--- config.mk ---
export PLATFORM = sky130hd
export DESIGN_NAME = bert_core
export DESIGN_NICKNAME = d
export VERILOG_FILES = /design/src/bert_pkg.sv /design/src/bert_pattern_gen.sv /design/src/bert_core.sv
export SDC_FILE = /design/constraint.sdc
export NUM_CORES = 1
export LEC_CHECK = 0
export BUFFER_PORTS_ARGS = -buffer_cell sky130_fd_sc_hd__clkbuf_2
export CAP_MARGIN = 20
export CORE_MARGIN = 2
export CORE_UTILIZATION = 55
export DETAILED_ROUTE_END_ITERATION = 16
export GPL_ROUTABILITY_DRIVEN = 0
export PLACE_DENSITY = 0.74
export REMOVE_ABC_BUFFERS = 1
export SLEW_MARGIN = 20
export SYNTH_ARGS = -nofsm -noshare
export SYNTH_HDL_FRONTEND = slang
export SYNTH_SLANG_ARGS = --single-unit
--- constraint.sdc ---
create_clock -name i_clk -period 4.6 [get_ports i_clk]
set_clock_uncertainty 0.1 [all_clocks]
set_input_delay 0.69 -clock i_clk [delete_from_list [all_inputs] [get_ports i_clk]]
set_output_delay 0.69 -clock i_clk [all_outputs]
set_load 0.02 [all_outputs]
--- src/bert_pkg.sv ---
// Shared constants, register map, field layout and types of the bit error rate tester.
package bert_pkg;

  // ==========================================================================
  // Register map (byte addresses on APB)
  // ==========================================================================
  localparam int unsigned ADDR_W = 8;
  localparam logic [7:0] OFF_PATTERN_SET = 8'h00;
  localparam logic [7:0] OFF_PATTERN_LENGTH = 8'h04;
  localparam logic [7:0] OFF_TAP_SELECT = 8'h08;
  localparam logic [7:0] OFF_PATTERN_CONTROL = 8'h0c;
  localparam logic [7:0] OFF_ERROR_INSERT = 8'h10;
  localparam logic [7:0] OFF_STATUS = 8'h14;
  localparam logic [7:0] OFF_RECEIVED_PATTERN = 8'h18;
  localparam logic [7:0] OFF_ERROR_COUNT = 8'h1c;
  localparam logic [7:0] OFF_BIT_COUNT = 8'h20;

  // ==========================================================================
  // Field positions
  // ==========================================================================
  localparam int unsigned PCR_MODE_BIT = 0;
  localparam int unsigned PCR_SYNC_EN_BIT = 1;
  localparam int unsigned PCR_RESYNC_BIT = 2;
  localparam int unsigned PCR_INT_EN_BIT = 3;
  localparam int unsigned PCR_LC_BIT = 4;
  localparam int unsigned PCR_TL_BIT = 7;
  localparam int unsigned EIR_RATE_LSB = 0;
  localparam int unsigned EIR_RATE_W = 3;
  localparam int unsigned EIR_SINGLE_BIT = 3;
  localparam int unsigned ST_SYNC_BIT = 0;
  localparam int unsigned ST_ALL_ZERO_BIT = 1;
  localparam int unsigned ST_ALL_ONE_BIT = 2;

  // ==========================================================================
  // Reset values and timing counts
  // ==========================================================================
  localparam logic [31:0] PATTERN_RESET = 32'h0000_0000;
  localparam logic [4:0] FIVE_BIT_RESET = 5'h00;
  localparam logic [7:0] PCR_RESET = 8'h00;
  localparam logic [3:0] EIR_RESET = 4'h0;
  localparam logic [6:0] SYNC_MARGIN = 7'h22;
  localparam int unsigned LOSS_WINDOW = 64;
  localparam int unsigned LOSS_ERRORS = 8;
  localparam logic [31:0] READ_ZERO = 32'h0000_0000;

  // ==========================================================================
  // Types
  // ==========================================================================
  typedef struct packed {
    logic [31:0] pattern;
    logic [4:0] last_tap;
    logic [4:0] fb_tap;
    logic repetitive;
    logic [2:0] err_rate;
  } gen_cfg_t;

  // Bits between forced errors for rate codes 1..7 (one in ten down to one in ten million).
  function automatic logic [23:0] rate_period(input logic [2:0] code);
    logic [23:0] p;
    p = 24'h00_0000;
    case (code)
      3'h1: p = 24'h00_000a;
      3'h2: p = 24'h00_0064;
      3'h3: p = 24'h00_03e8;
      3'h4: p = 24'h00_2710;
      3'h5: p = 24'h01_86a0;
      3'h6: p = 24'h0f_4240;
      3'h7: p = 24'h98_9680;
      default: p = 24'h00_0000;
    endcase
    return p;
  endfunction

endpackage

--- src/bert_pattern_gen.sv ---
// Transmit pattern generator with load sequencing and error insertion.
`timescale 1ns/10ps
module bert_pattern_gen (
  input wire logic i_clk,
  input wire logic i_rstn,
  input wire bert_pkg::gen_cfg_t i_cfg,
  input wire logic i_load,
  input wire logic i_tick,
  input wire logic i_single,
  output logic o_single_pending,
  output logic o_bit
);

  logic [31:0] gen_reg;
  logic load_pend_reg;
  logic [1:0] load_stage_reg;
  logic single_reg;
  logic [23:0] rate_cnt_reg;
  logic [23:0] period;
  logic rate_hit;
  logic inject;
  logic feedback;
  logic emit;

  // ==========================================================================
  // Feedback and error selection
  // ==========================================================================
  assign period = bert_pkg::rate_period(i_cfg.err_rate);
  assign rate_hit = (i_cfg.err_rate != 3'h0) && (rate_cnt_reg >= period - 24'h00_0001);
  assign inject = single_reg | rate_hit;
  assign feedback = i_cfg.repetitive ? gen_reg[i_cfg.last_tap] :
                    (gen_reg[i_cfg.last_tap] ^ gen_reg[i_cfg.fb_tap]);
  // Bits leave only once the load sequence has run its three edges.
  assign emit = i_tick && !load_pend_reg && (load_stage_reg != 2'h2);
  assign o_single_pending = single_reg;

  // ==========================================================================
  // Load sequencing
  // ==========================================================================
  always_ff @(posedge i_clk or negedge i_rstn) begin
    if (!i_rstn) begin
      load_pend_reg <= 1'b0;
      load_stage_reg <= 2'h0;
    end else begin
      if (i_tick && load_pend_reg) begin
        load_pend_reg <= i_load;
        load_stage_reg <= 2'h2;
      end else if (i_load) begin
        load_pend_reg <= 1'b1;
      end else if (i_tick && load_stage_reg != 2'h0) begin
        load_stage_reg <= load_stage_reg - 2'h1;
      end
    end
  end

  // ==========================================================================
  // Shift register and serial output
  // ==========================================================================
  always_ff @(posedge i_clk or negedge i_rstn) begin
    if (!i_rstn) begin
      gen_reg <= bert_pkg::PATTERN_RESET;
      o_bit <= 1'b0;
    end else if (i_tick && load_pend_reg) begin
      gen_reg <= i_cfg.pattern;
    end else if (emit) begin
      o_bit <= gen_reg[i_cfg.last_tap] ^ inject;
      gen_reg <= {gen_reg[30:0], feedback};
    end
  end

  // ==========================================================================
  // Error insertion
  // ==========================================================================
  always_ff @(posedge i_clk or negedge i_rstn) begin
    if (!i_rstn) begin
      single_reg <= 1'b0;
      rate_cnt_reg <= 24'h00_0000;
    end else begin
      if (i_single) begin
        single_reg <= 1'b1;
      end else if (emit) begin
        single_reg <= 1'b0;
      end
      if (i_cfg.err_rate == 3'h0) begin
        rate_cnt_reg <= 24'h00_0000;
      end else if (emit) begin
        rate_cnt_reg <= rate_hit ? 24'h00_0000 : rate_cnt_reg + 24'h00_0001;
      end
    end
  end

endmodule

--- src/bert_core.sv ---
// Bit error rate tester top: APB registers, pin synchronisers, receiver and counters.
//
// What this block does
// - Transmit and receive run fully independently.
// - Pseudorandom pattern from programmable polynomial.
// - Repetitive pattern of 1 to 32 bits.
// - One tap fixed at length minus one.
// - Second tap programmable feedback position.
// - Load edge copies pattern into generator.
// - Pattern MSB out after third clock edge.
// - Load pin ORed with control bit 7.
// - Sync enable and resync bits steer synchronizer.
// - Pseudorandom check also accepts all zeros, not all ones.
// - Lock after 34 plus n clean bits.
// - Repetitive mode locks on same-length pattern.
// - While locked, each mismatch counts an error.
// - 32-bit error and bit counts readable.
// - Single error or 1e-1..1e-7 rates.
// - Lock holds at error rates near 1e-2.
// - Test input floats all outputs.
// - Load-count edge latches and clears counts.
// - Sync-loss output is live, active high.
// - Interrupt output active low, open drain.
`timescale 1ns/10ps
module bert_core #(
  parameter int unsigned LOSS_WINDOW = bert_pkg::LOSS_WINDOW,
  parameter int unsigned LOSS_ERRORS = bert_pkg::LOSS_ERRORS
) (
  input wire logic i_clk,
  input wire logic i_rstn,
  input wire logic i_psel,
  input wire logic i_penable,
  input wire logic i_pwrite,
  input wire logic [7:0] i_paddr,
  input wire logic [31:0] i_pwdata,
  output logic [31:0] o_prdata,
  output logic o_pready,
  output logic o_pslverr,
  input wire logic i_transmit_load,
  input wire logic i_load_count,
  input wire logic i_test,
  input wire logic i_tx_bit_clock,
  input wire logic i_rx_clock,
  input wire logic i_rx_data,
  output logic o_tx_data,
  output logic o_tx_data_oe,
  output logic o_rx_sync_lost,
  output logic o_rx_sync_lost_oe,
  output logic o_int_n_o,
  output logic o_int_n_oe
);

  localparam int unsigned PIN_TXC = 0;
  localparam int unsigned PIN_RXC = 1;
  localparam int unsigned PIN_RXD = 2;
  localparam int unsigned PIN_TL = 3;
  localparam int unsigned PIN_LC = 4;
  localparam int unsigned PIN_TEST = 5;
  localparam logic [6:0] WIN_LAST = 7'(LOSS_WINDOW - 1);
  localparam logic [6:0] ERR_LIMIT = 7'(LOSS_ERRORS);

  logic [31:0] pattern_set_regs;
  logic [4:0] pattern_length_reg;
  logic [4:0] tap_select_reg;
  logic [7:0] pattern_control_reg;
  logic [2:0] error_insert_reg;
  logic [31:0] received_pattern_regs;
  logic [31:0] error_count_latch;
  logic [31:0] bit_count_latch;
  logic [31:0] ref_reg;
  logic [31:0] bit_cnt_reg;
  logic [31:0] err_cnt_reg;
  logic [6:0] good_cnt_reg;
  logic [6:0] win_cnt_reg;
  logic [6:0] win_err_reg;
  logic sync_reg;
  logic tl_prev_reg;
  logic lc_prev_reg;
  logic [5:0] pin_s1_reg;
  logic [5:0] pin_s2_reg;
  logic [5:0] pin_s3_reg;
  logic wr_en;
  logic rd_setup;
  logic resync_pulse;
  logic single_pulse;
  logic tx_tick;
  logic rx_tick;
  logic rx_bit;
  logic tl_level;
  logic lc_level;
  logic tl_edge;
  logic lc_edge;
  logic test_mode;
  logic expected;
  logic rx_err;
  logic all_one;
  logic all_zero;
  logic single_pending;
  logic tx_bit;
  logic [6:0] lock_need;
  logic [31:0] rd_value;
  logic rd_ok;
  bert_pkg::gen_cfg_t gen_cfg;

  // ==========================================================================
  // Pin synchronisers
  // ==========================================================================
  // Every pin is asynchronous to i_clk; the third stage only feeds edge detection.
  always_ff @(posedge i_clk or negedge i_rstn) begin
    if (!i_rstn) begin
      pin_s1_reg <= 6'h00;
      pin_s2_reg <= 6'h00;
      pin_s3_reg <= 6'h00;
    end else begin
      pin_s1_reg <= {i_test, i_load_count, i_transmit_load, i_rx_data, i_rx_clock,
                     i_tx_bit_clock};
      pin_s2_reg <= pin_s1_reg;
      pin_s3_reg <= pin_s2_reg;
    end
  end

  assign tx_tick = pin_s2_reg[PIN_TXC] & ~pin_s3_reg[PIN_TXC];
  assign rx_tick = pin_s2_reg[PIN_RXC] & ~pin_s3_reg[PIN_RXC];
  assign rx_bit = pin_s2_reg[PIN_RXD];
  assign test_mode = pin_s2_reg[PIN_TEST];
  assign tl_level = pin_s2_reg[PIN_TL] | pattern_control_reg[bert_pkg::PCR_TL_BIT];
  assign lc_level = pin_s2_reg[PIN_LC] | pattern_control_reg[bert_pkg::PCR_LC_BIT];
  assign tl_edge = tl_level & ~tl_prev_reg;
  assign lc_edge = lc_level & ~lc_prev_reg;

  always_ff @(posedge i_clk or negedge i_rstn) begin
    if (!i_rstn) begin
      tl_prev_reg <= 1'b0;
      lc_prev_reg <= 1'b0;
    end else begin
      tl_prev_reg <= tl_level;
      lc_prev_reg <= lc_level;
    end
  end

  // ==========================================================================
  // APB slave
  // ==========================================================================
  // Zero wait states: read data is captured in the setup cycle so that it comes
  // from flip-flops during the access phase.
  assign o_pready = 1'b1;
  assign wr_en = i_psel & i_penable & i_pwrite;
  assign rd_setup = i_psel & ~i_penable;
  assign resync_pulse = wr_en && (i_paddr == bert_pkg::OFF_PATTERN_CONTROL) &&
                        i_pwdata[bert_pkg::PCR_RESYNC_BIT];
  assign single_pulse = wr_en && (i_paddr == bert_pkg::OFF_ERROR_INSERT) &&
                        i_pwdata[bert_pkg::EIR_SINGLE_BIT];

  always_ff @(posedge i_clk or negedge i_rstn) begin
    if (!i_rstn) begin
      pattern_set_regs <= bert_pkg::PATTERN_RESET;
      pattern_length_reg <= bert_pkg::FIVE_BIT_RESET;
      tap_select_reg <= bert_pkg::FIVE_BIT_RESET;
      pattern_control_reg <= bert_pkg::PCR_RESET;
      error_insert_reg <= bert_pkg::EIR_RESET[2:0];
    end else if (wr_en) begin
      if (i_paddr == bert_pkg::OFF_PATTERN_SET) begin
        pattern_set_regs <= i_pwdata;
      end else if (i_paddr == bert_pkg::OFF_PATTERN_LENGTH) begin
        pattern_length_reg <= i_pwdata[4:0];
      end else if (i_paddr == bert_pkg::OFF_TAP_SELECT) begin
        tap_select_reg <= i_pwdata[4:0];
      end else if (i_paddr == bert_pkg::OFF_PATTERN_CONTROL) begin
        // The resync bit is a command and is never stored.
        pattern_control_reg <= i_pwdata[7:0] & ~(8'h01 << bert_pkg::PCR_RESYNC_BIT);
      end else if (i_paddr == bert_pkg::OFF_ERROR_INSERT) begin
        error_insert_reg <= i_pwdata[bert_pkg::EIR_RATE_LSB +: bert_pkg::EIR_RATE_W];
      end
    end
  end

  always_comb begin
    rd_value = bert_pkg::READ_ZERO;
    rd_ok = 1'b1;
    if (i_paddr == bert_pkg::OFF_PATTERN_SET) begin
      rd_value = pattern_set_regs;
    end else if (i_paddr == bert_pkg::OFF_PATTERN_LENGTH) begin
      rd_value = {27'h000_0000, pattern_length_reg};
    end else if (i_paddr == bert_pkg::OFF_TAP_SELECT) begin
      rd_value = {27'h000_0000, tap_select_reg};
    end else if (i_paddr == bert_pkg::OFF_PATTERN_CONTROL) begin
      rd_value = {24'h00_0000, pattern_control_reg};
    end else if (i_paddr == bert_pkg::OFF_ERROR_INSERT) begin
      rd_value = {28'h000_0000, single_pending, error_insert_reg};
    end else if (i_paddr == bert_pkg::OFF_STATUS) begin
      rd_value = {29'h0000_0000, all_one, all_zero, sync_reg};
    end else if (i_paddr == bert_pkg::OFF_RECEIVED_PATTERN) begin
      rd_value = received_pattern_regs;
    end else if (i_paddr == bert_pkg::OFF_ERROR_COUNT) begin
      rd_value = error_count_latch;
    end else if (i_paddr == bert_pkg::OFF_BIT_COUNT) begin
      rd_value = bit_count_latch;
    end else begin
      rd_ok = 1'b0;
    end
  end

  always_ff @(posedge i_clk or negedge i_rstn) begin
    if (!i_rstn) begin
      o_prdata <= bert_pkg::READ_ZERO;
      o_pslverr <= 1'b0;
    end else if (rd_setup) begin
      o_prdata <= i_pwrite ? bert_pkg::READ_ZERO : rd_value;
      o_pslverr <= ~rd_ok;
    end
  end

  // ==========================================================================
  // Transmit section
  // ==========================================================================
  assign gen_cfg = '{pattern: pattern_set_regs, last_tap: pattern_length_reg,
                     fb_tap: tap_select_reg,
                     repetitive: pattern_control_reg[bert_pkg::PCR_MODE_BIT],
                     err_rate: error_insert_reg};

  // The transmitter shares only configuration with the receiver.
  bert_pattern_gen u_gen (
    .i_clk(i_clk),
    .i_rstn(i_rstn),
    .i_cfg(gen_cfg),
    .i_load(tl_edge),
    .i_tick(tx_tick),
    .i_single(single_pulse),
    .o_single_pending(single_pending),
    .o_bit(tx_bit)
  );

  // ==========================================================================
  // Receive synchroniser
  // ==========================================================================
  // While hunting the reference follows the line; once locked it runs free, so
  // a line error costs one count instead of spreading through the taps.
  assign expected = pattern_control_reg[bert_pkg::PCR_MODE_BIT] ?
                    ref_reg[pattern_length_reg] :
                    (ref_reg[pattern_length_reg] ^ ref_reg[tap_select_reg]);
  assign rx_err = rx_bit ^ expected;
  assign lock_need = bert_pkg::SYNC_MARGIN + {2'h0, pattern_length_reg} + 7'h01;
  assign all_one = &received_pattern_regs;
  assign all_zero = ~|received_pattern_regs;

  always_ff @(posedge i_clk or negedge i_rstn) begin
    if (!i_rstn) begin
      received_pattern_regs <= bert_pkg::PATTERN_RESET;
      ref_reg <= bert_pkg::PATTERN_RESET;
    end else if (rx_tick) begin
      received_pattern_regs <= {received_pattern_regs[30:0], rx_bit};
      ref_reg <= {ref_reg[30:0], sync_reg ? expected : rx_bit};
    end
  end

  always_ff @(posedge i_clk or negedge i_rstn) begin
    if (!i_rstn) begin
      sync_reg <= 1'b0;
      good_cnt_reg <= 7'h00;
      win_cnt_reg <= 7'h00;
      win_err_reg <= 7'h00;
    end else if (resync_pulse) begin
      sync_reg <= 1'b0;
      good_cnt_reg <= 7'h00;
    end else if (rx_tick && !sync_reg) begin
      win_cnt_reg <= 7'h00;
      win_err_reg <= 7'h00;
      if (!pattern_control_reg[bert_pkg::PCR_SYNC_EN_BIT] || rx_err) begin
        good_cnt_reg <= 7'h00;
      end else if (good_cnt_reg + 7'h01 >= lock_need) begin
        sync_reg <= 1'b1;
        good_cnt_reg <= 7'h00;
      end else begin
        good_cnt_reg <= good_cnt_reg + 7'h01;
      end
    end else if (rx_tick) begin
      // Apart from a resync command, lock is dropped only on a burst of errors within one window.
      if (win_err_reg + {6'h00, rx_err} >= ERR_LIMIT) begin
        sync_reg <= 1'b0;
        win_cnt_reg <= 7'h00;
        win_err_reg <= 7'h00;
      end else if (win_cnt_reg == WIN_LAST) begin
        win_cnt_reg <= 7'h00;
        win_err_reg <= 7'h00;
      end else begin
        win_cnt_reg <= win_cnt_reg + 7'h01;
        win_err_reg <= win_err_reg + {6'h00, rx_err};
      end
    end
  end

  // ==========================================================================
  // Bit and error counters
  // ==========================================================================
  // A latch edge in the same cycle as a counted bit keeps that bit in the new period.
  always_ff @(posedge i_clk or negedge i_rstn) begin
    if (!i_rstn) begin
      bit_cnt_reg <= bert_pkg::READ_ZERO;
      err_cnt_reg <= bert_pkg::READ_ZERO;
      bit_count_latch <= bert_pkg::READ_ZERO;
      error_count_latch <= bert_pkg::READ_ZERO;
    end else begin
      if (lc_edge) begin
        bit_count_latch <= bit_cnt_reg;
        error_count_latch <= err_cnt_reg;
        bit_cnt_reg <= {31'h0000_0000, rx_tick & sync_reg};
        err_cnt_reg <= {31'h0000_0000, rx_tick & sync_reg & rx_err};
      end else if (rx_tick && sync_reg) begin
        bit_cnt_reg <= bit_cnt_reg + 32'h0000_0001;
        err_cnt_reg <= err_cnt_reg + {31'h0000_0000, rx_err};
      end
    end
  end

  // ==========================================================================
  // Output pins
  // ==========================================================================
  assign o_tx_data = tx_bit;
  assign o_tx_data_oe = ~test_mode;
  assign o_rx_sync_lost = ~sync_reg;
  assign o_rx_sync_lost_oe = ~test_mode;
  assign o_int_n_o = 1'b0;
  assign o_int_n_oe = pattern_control_reg[bert_pkg::PCR_INT_EN_BIT] & ~sync_reg &
                      ~test_mode;

endmodule

==> results.toml, run 1 <==
[status]
outcome = "complete, no violations"

[power_and_ir_drop]
leakagePower_nw = 9.90
p_seq_share_pct = 47.9
intPower_w = 0.00602
share_comb_of_total_power_pct = 11.4
powerDensity_mw_per_mm2 = 393
ir_worst_vdd_uv = 328
clkPwrFrac_pct = 40.7
p_sw_w = 0.00218
switching_share_pct = 26.5

[yosys]
syn_area_per_cell_sq_um = 10.6
yosys_warnings = 0
post_synth_num_cell_types = 67
ys_seq_elements = 376
synth_edf_count = 0
synthArstFlopShare_pct = 100
ys_seq_area_share_pct = 50.5
synth_ff_type = "dfrtp_1"
synthCells = 1765
syn-cell-area_sq_mm = 0.0186

[detailed_routing]
drt_iter0_drc = 1188
first_pass_iters = 7
ant_nets = 0
wl_mm = 46.7
drc = 0
avgRoutedWirePerCell_um = 20.3
vias = 14200
avgViaCountPerCell = 6.17

[die]
dieHeight_um = 188
die_w_um = 188
rows = 67
core_area_sq_mm = 0.0334
die_area_sq_mm = 0.0354
io_pins = 91
initial_core_util_pct = 55.7

[global_route]
grt_pass1_vias = 14300
antenna_found_initial = 0
grt_pass1_wl_mm = 76.2
grt_use_total_pct = 26.8
grt_overflow = 0
grt_start_max_net_pins = 110

[sta]
maxSlewViolCount = 0
fin_setup_tns_ps = 0
finalSetupViolCount = 0
finalWorstSetupSlack_ps = 288
fmax_mhz = 232
hold_viol_final = 0
finalCriticalPeriod_ps = 4310
tightest_slew_ps = 1090
grt_setup_unrepaired = "no"
finalCritPeriodShare_pct = 93.7
slew_headroom_pct = 27.1

[worst_setup_path]
cp-endpoint = "u_gen.rate_cnt_reg[11]"
crit_fanout = 23
cp.required_ps = 4960
r2r_setup_slack_ps = 290
critPathMaxStageDelay_ps = 510
cpMaxStageDelayCell = "or4_1"
cp.arrival_ps = 4680
start_kind = "flip-flop"
reg2reg_depth = 15
r2r_start = "error_insert_reg[2]"
path_cells = "nor2b_1 > nand2_1 > ha_1 > nor2b_1 > o211ai_1 > o21ai_0 > ha_1 > or4_1 > a21oi_1 > o21ai_1 > a221o_1 > a211oi_4 > nand2_2 > or3_1 > o21ai_0"
criticalPathCategory = "reg -> reg"
r2r_end = "u_gen.rate_cnt_reg[11]"
critPathCaptureType = "flip-flop"
crit_start = "error_insert_reg[2]"

[cts]
cts_root_buf = "clkbuf_16"
cts_tree = "yes"
cts_buffer_depth = 3
clk_latency_ps = 550
htree_levels = 2
path_clk_slew_ps = 60
cts.sinks = 376
cts_hold_buffers = 0
cts_buffers = 41

[placed_design]
dpl_worst_slack_ps = 184
post_dp_cell_area_sq_mm = 0.0195
place_inst = 2226
place_hpwl_mm = 32.0
io_buffers = 88

[final_layout]
utilization_pct = 62.4
fin_cells = 2297
finalNetCount = 1914
drive_above_1_share_pct = 20.0
fin_area_sq_mm = 0.0209
syn2layout_area_growth_pct = 12.1
n_antenna_cell = 0

[worst_hold_path]
hold_class = "in -> async"

[job]
cap_violations = 0
## logic make-up after synthesis
logic type,count (synthesis),synth area share (%)
other,2,0.0403
AND/OR/NAND/NOR,604,14.8
flip-flops,376,50.5
XOR/XNOR,65,3.14
buffers and inverters,137,3.04
AO/OA/AOI/OAI,373,13.6
multiplexers,166,12.1
adder cells (fa/ha/maj),42,2.82
## layer usage
| layer | wire, um | global-route usage, % | vias to the layer above |
|---|---|---|---|
| met4 | 1510 | 9.96 | 0 |
| li1 | - | - | 6490 |
| met3 | 2820 | 4.23 | 108 |
| met2 | 22600 | 43.5 | 462 |
| met1 | 19800 | 36.5 | 7121 |
| met5 | 0 | 0 | - |
## layout by cell type, fill, tap and decap left out, types with 15 or more instances in the layout
cell type / netlist / routed
a21o_1: 22 / 22
dfrtp_1: 376 / 372
nor2_1: 108 / 105
nand4_1: 29 / 29
o21ai_0: 111 / 111
clkbuf_2: 0 / 87
a21oi_1: 50 / 50
buf_4: 4 / 27
mux2_2: 117 / 117
clkbuf_16: 0 / 42
nor3_1: 17 / 15
xnor2_1: 21 / 21
and3_1: 21 / 21
nand3_1: 46 / 46
ha_1: 42 / 42
inv_1: 29 / 29
xor2_1: 43 / 43
mux4_2: 35 / 35
a22o_1: 36 / 36
or3_1: 15 / 15
a221oi_1: 26 / 26
a22oi_1: 66 / 66
nand2_1: 288 / 288
## power groups by stage
stage,Combinational (W),Sequential [W],Clock (W)
2_1_floorplan,0.000646,0.00384,0
3_3_place_gp,0.000887,0.00395,0
3_5_place_dp,0.000931,0.00397,0
4_1_cts,0.000939,0.00392,0.00339
5_1_grt,0.00103,0.00396,0.00352
6_report,0.000935,0.00393,0.00333
## metrics by stage
stage	power [W]	hold WS, ps
after floorplan	0.00449	231
after global placement	0.00484	238
after detailed placement	0.00490	239
after CTS	0.00824	120
after global routing	0.00852	126
final	0.00820	84.7
## synth_stat cells (14+ instances only)
master    number  area share (%)
inv_1         29            0.58
nand3_1       46             1.2
nand2_1      288             5.8
xnor2_1       21            0.99
and3_1        21            0.71
xor2_1        43             2.0
o21ai_0      111             3.0
or3_1         15            0.50
a22oi_1       66             2.7
mux4_2        35             4.2
nor3_1        17            0.46
a21o_1        22            0.89
a22o_1        36             1.7
a21oi_1       50             1.3
nand4_1       29            0.97
dfrtp_1      376              51
clkbuf_1      77             1.6
mux2_2       117             7.1
nor2_1       108             2.2
a221oi_1      26             1.2
ha_1          42             2.8
mux2i_1       14            0.75
## worst min path at each step
stage	start	cells after the start	slack [ps]	to
floorplan	pin_s1_reg[0]	0	230	pin_s2_reg[0]
global placement	pin_s1_reg[4]	0	240	pin_s2_reg[4]
detailed placement	pin_s1_reg[4]	0	240	pin_s2_reg[4]
CTS	i_rstn	1	120	u_gen.rate_cnt_reg[21]
global route	i_transmit_load	1	130	pin_s1_reg[3]
finish	i_rstn	1	80	u_gen.rate_cnt_reg[15]
## area by class of cell
cell class	instances	area, sq um
clock buffers	56	1150
multi-input cells	1252	8690
clock inverters	15	209
inverters	31	116
flip-flops and latches	376	9410
well taps	448	561
fillers	2677	12600
repair buffers	119	724
## critical path: cells and delay by family (launching register included)
family | cells | cell delay (ps)
compound gates | 7 | 1380
fa+ha+maj | 2 | 490
simple gates | 6 | 1870
flops | 1 | 380
## timing repair
item / CTS / global route
gates resized for setup: 0 / 5
buffers inserted: 0 / 0
setup endpoints to repair: 0 / 10
(Power assumes the default switching activity.)
==> run 2, diff against run 1 <==
PLACE_DENSITY = 0.77   (was 0.74)
clock period = 3.8 ns   (was 4.6 ns; I/O delays follow)
==> run 2 against run 1 <==
Effect of this change: the run now ends with hold timing, setup timing left; sequential share of layout area down 1.2 points; cell count up 2.1%; wire length up 4.1%; sequential power up 21%; via count up 3.7%; global-route usage up 0.86 points; final area up 2.8%; register-to-register slack worse by 320 ps; worst hold slack worse by 120 ps; clock power up 24%; combinational power up 32%; flip-flop and latch count unchanged.
==> results.toml, run 2 (synthesis gave the netlist of run 1 again) <==
[status]
outcome = "complete, but fails checks"
failed_checks = "hold timing, setup timing"

[die]
die_w_um = 188
rows = 67
dieHeight_um = 188
die_area_sq_mm = 0.0354
initial_core_util_pct = 55.7
core_area_sq_mm = 0.0334
io_pins = 91

[detailed_routing]
wl_mm = 48.6
ant_nets = 0
vias = 14700
drt_iter0_drc = 1385
avgRoutedWirePerCell_um = 20.7
first_pass_iters = 7
drc = 0
avgViaCountPerCell = 6.27

[final_layout]
final_common_cell = "dfrtp_1"
final_cell_mix = "dfrtp_1, nand2_1, mux2_2"
seq_area_sq_mm = 0.00941
syn2layout_area_growth_pct = 15.1
drive_above_1_share_pct = 23.1
utilization_pct = 64.1
n_antenna_cell = 0
fill_cells = 2576
finalNetCount = 1959
multi_input_area_sq_mm = 0.00883

[worst_setup_path]
reg2reg_depth = 15
r2r_setup_slack_ps = -30
cpMaxStageDelayCell = "mux4_2"
cp.buffers_inverters = 1
cp.arrival_ps = 4140
critPathCaptureType = "flip-flop"
start_kind = "flip-flop"
r2r_start = "tap_select_reg[0]"
r2r_end = "err_cnt_reg[26]"
path_cells = "buf_12 > mux4_2 > mux2i_1 > mux4_2 > nor2_4 > xor3_2 > ha_4 > ha_4 > o211ai_1 > nor3_2 > and4_1 > and4_1 > nand2_1 > xor2_1 > nor2_1"
crit_fanout = 5
critPathMaxStageDelay_ps = 510
cp.required_ps = 4110
cpLargestDelayFamily = "multiplexers"
criticalPathCategory = "reg -> reg"

[sta]
tightest_slew_ps = 953
fin_setup_tns_ps = -55.2
grt_setup_unrepaired = "yes"
whs_ps = -39.4
slew_headroom_pct = 36.5
hold_viol_final = 12
finalCriticalPeriod_ps = 3830
finalWorstSetupSlack_ps = -28.7
finalSetupViolCount = 2
finalCritPeriodShare_pct = 101
maxSlewViolCount = 0
fmax_mhz = 261

[power_and_ir_drop]
powerDensity_mw_per_mm2 = 472
ir_worst_vdd_uv = 433
leakagePower_nw = 10.2

[cts]
cts_root_buf = "clkbuf_16"
clk_latency_ps = 560
htree_levels = 2
cts_tree = "yes"
path_clk_slew_ps = 60
cts_buffer_depth = 3
cts_hold_buffers = 0
cts.sinks = 376
cts_buffers = 41

[worst_hold_path]
hold_class = "in -> async"

[placed_design]
io_buffers = 88
place_hpwl_mm = 32.4

[global_route]
grt_pass1_vias = 14500
grt_overflow = 0
antenna_found_initial = 0
grt_pass1_wl_mm = 78.5
grt_start_max_net_pins = 111
grt_use_total_pct = 27.6

[job]
cap_violations = 0
## run 2: changes by cell type in the layout (fill, tap and decap cells not counted), sizes merged
cell | before | now
clkbuf | 143 | 147
clkinv | 8 | 12
clkinvlp | 3 | 0
buf | 32 | 75
nand2 | 289 | 290
## run 2: worst reg2reg max path: stages, from the launching register on
cell and delay (ps):
dfrtp_2 420, buf_12 130, mux4_2 510, mux2i_1 200
mux4_2 290, nor2_4 50, xor3_2 450, ha_4 220
ha_4 140, o211ai_1 140, nor3_2 250, and4_1 240
and4_1 240, nand2_1 80, xor2_1 160, nor2_1 60
## run 2: layer usage
metal	up-vias	GRT usage (%)	routed length, um
met4	0	9.36	1460
li1	6569	-	-
met5	-	0	0
met2	567	44.7	23500
met1	7461	38.1	20300
met3	106	4.60	3400
## run 2: timing repair
action / 4_1_cts / 5_1_grt
cloned: 0 / 3
setup endpoints to repair: 22 / 42
gates resized for setup: 7 / 36
buffers inserted: 1 / 8
pin swaps: 2 / 16
## run 2: worst max-delay path by stage
stage | startpoint | to | slack (ps) | cells after the start
after floorplan | tap_select_reg[0] | err_cnt_reg[27] | -330 | 13
after global placement | error_insert_reg[0] | u_gen.rate_cnt_reg[2] | 60 | 16
after detailed placement | error_insert_reg[0] | u_gen.rate_cnt_reg[2] | -90 | 16
after CTS | pattern_length_reg[1] | err_cnt_reg[29] | 4 | 13
after global routing | tap_select_reg[0] | err_cnt_reg[26] | -130 | 15
final | tap_select_reg[0] | err_cnt_reg[26] | -30 | 15
## run 2: final cells by class
cell class,count,area share (%)
sequential,376,43.9
multi-input combinational,1253,41.2
clock buffer,59,5.52
timing repair buffer,163,5.18
tap,448,2.61
clock inverter,16,1.08
inverter,31,0.543
## run 2: where the power goes
group          switching, W  leakage (nW)  internal (W)
Combinational      0.000613          4.37      0.000617
Sequential         0.000437          5.13       0.00432
Clock               0.00166         0.700       0.00246
Total               0.00271          10.2       0.00740
## run 2: stage by stage
| step | instance area (sq um) | setup slack (ps) | hold WS [ps] | total power (W) | cells |
|---|---|---|---|---|---|
| 6_report | 21400 | -28.7 | -39.4 | 0.0101 | 2346 |
| 5_1_grt | 21400 | -126 | 20.3 | 0.0105 | 2346 |
| 4_1_cts | 21200 | 4.46 | 16.2 | 0.0101 | 2335 |
| 3_5_place_dp | 19800 | -90.7 | 240 | 0.00594 | 2259 |
| 3_3_place_gp | 19800 | 63.0 | 237 | 0.00588 | 2258 |
| 2_1_floorplan | 18200 | -330 | 174 | 0.00543 | 1659 |
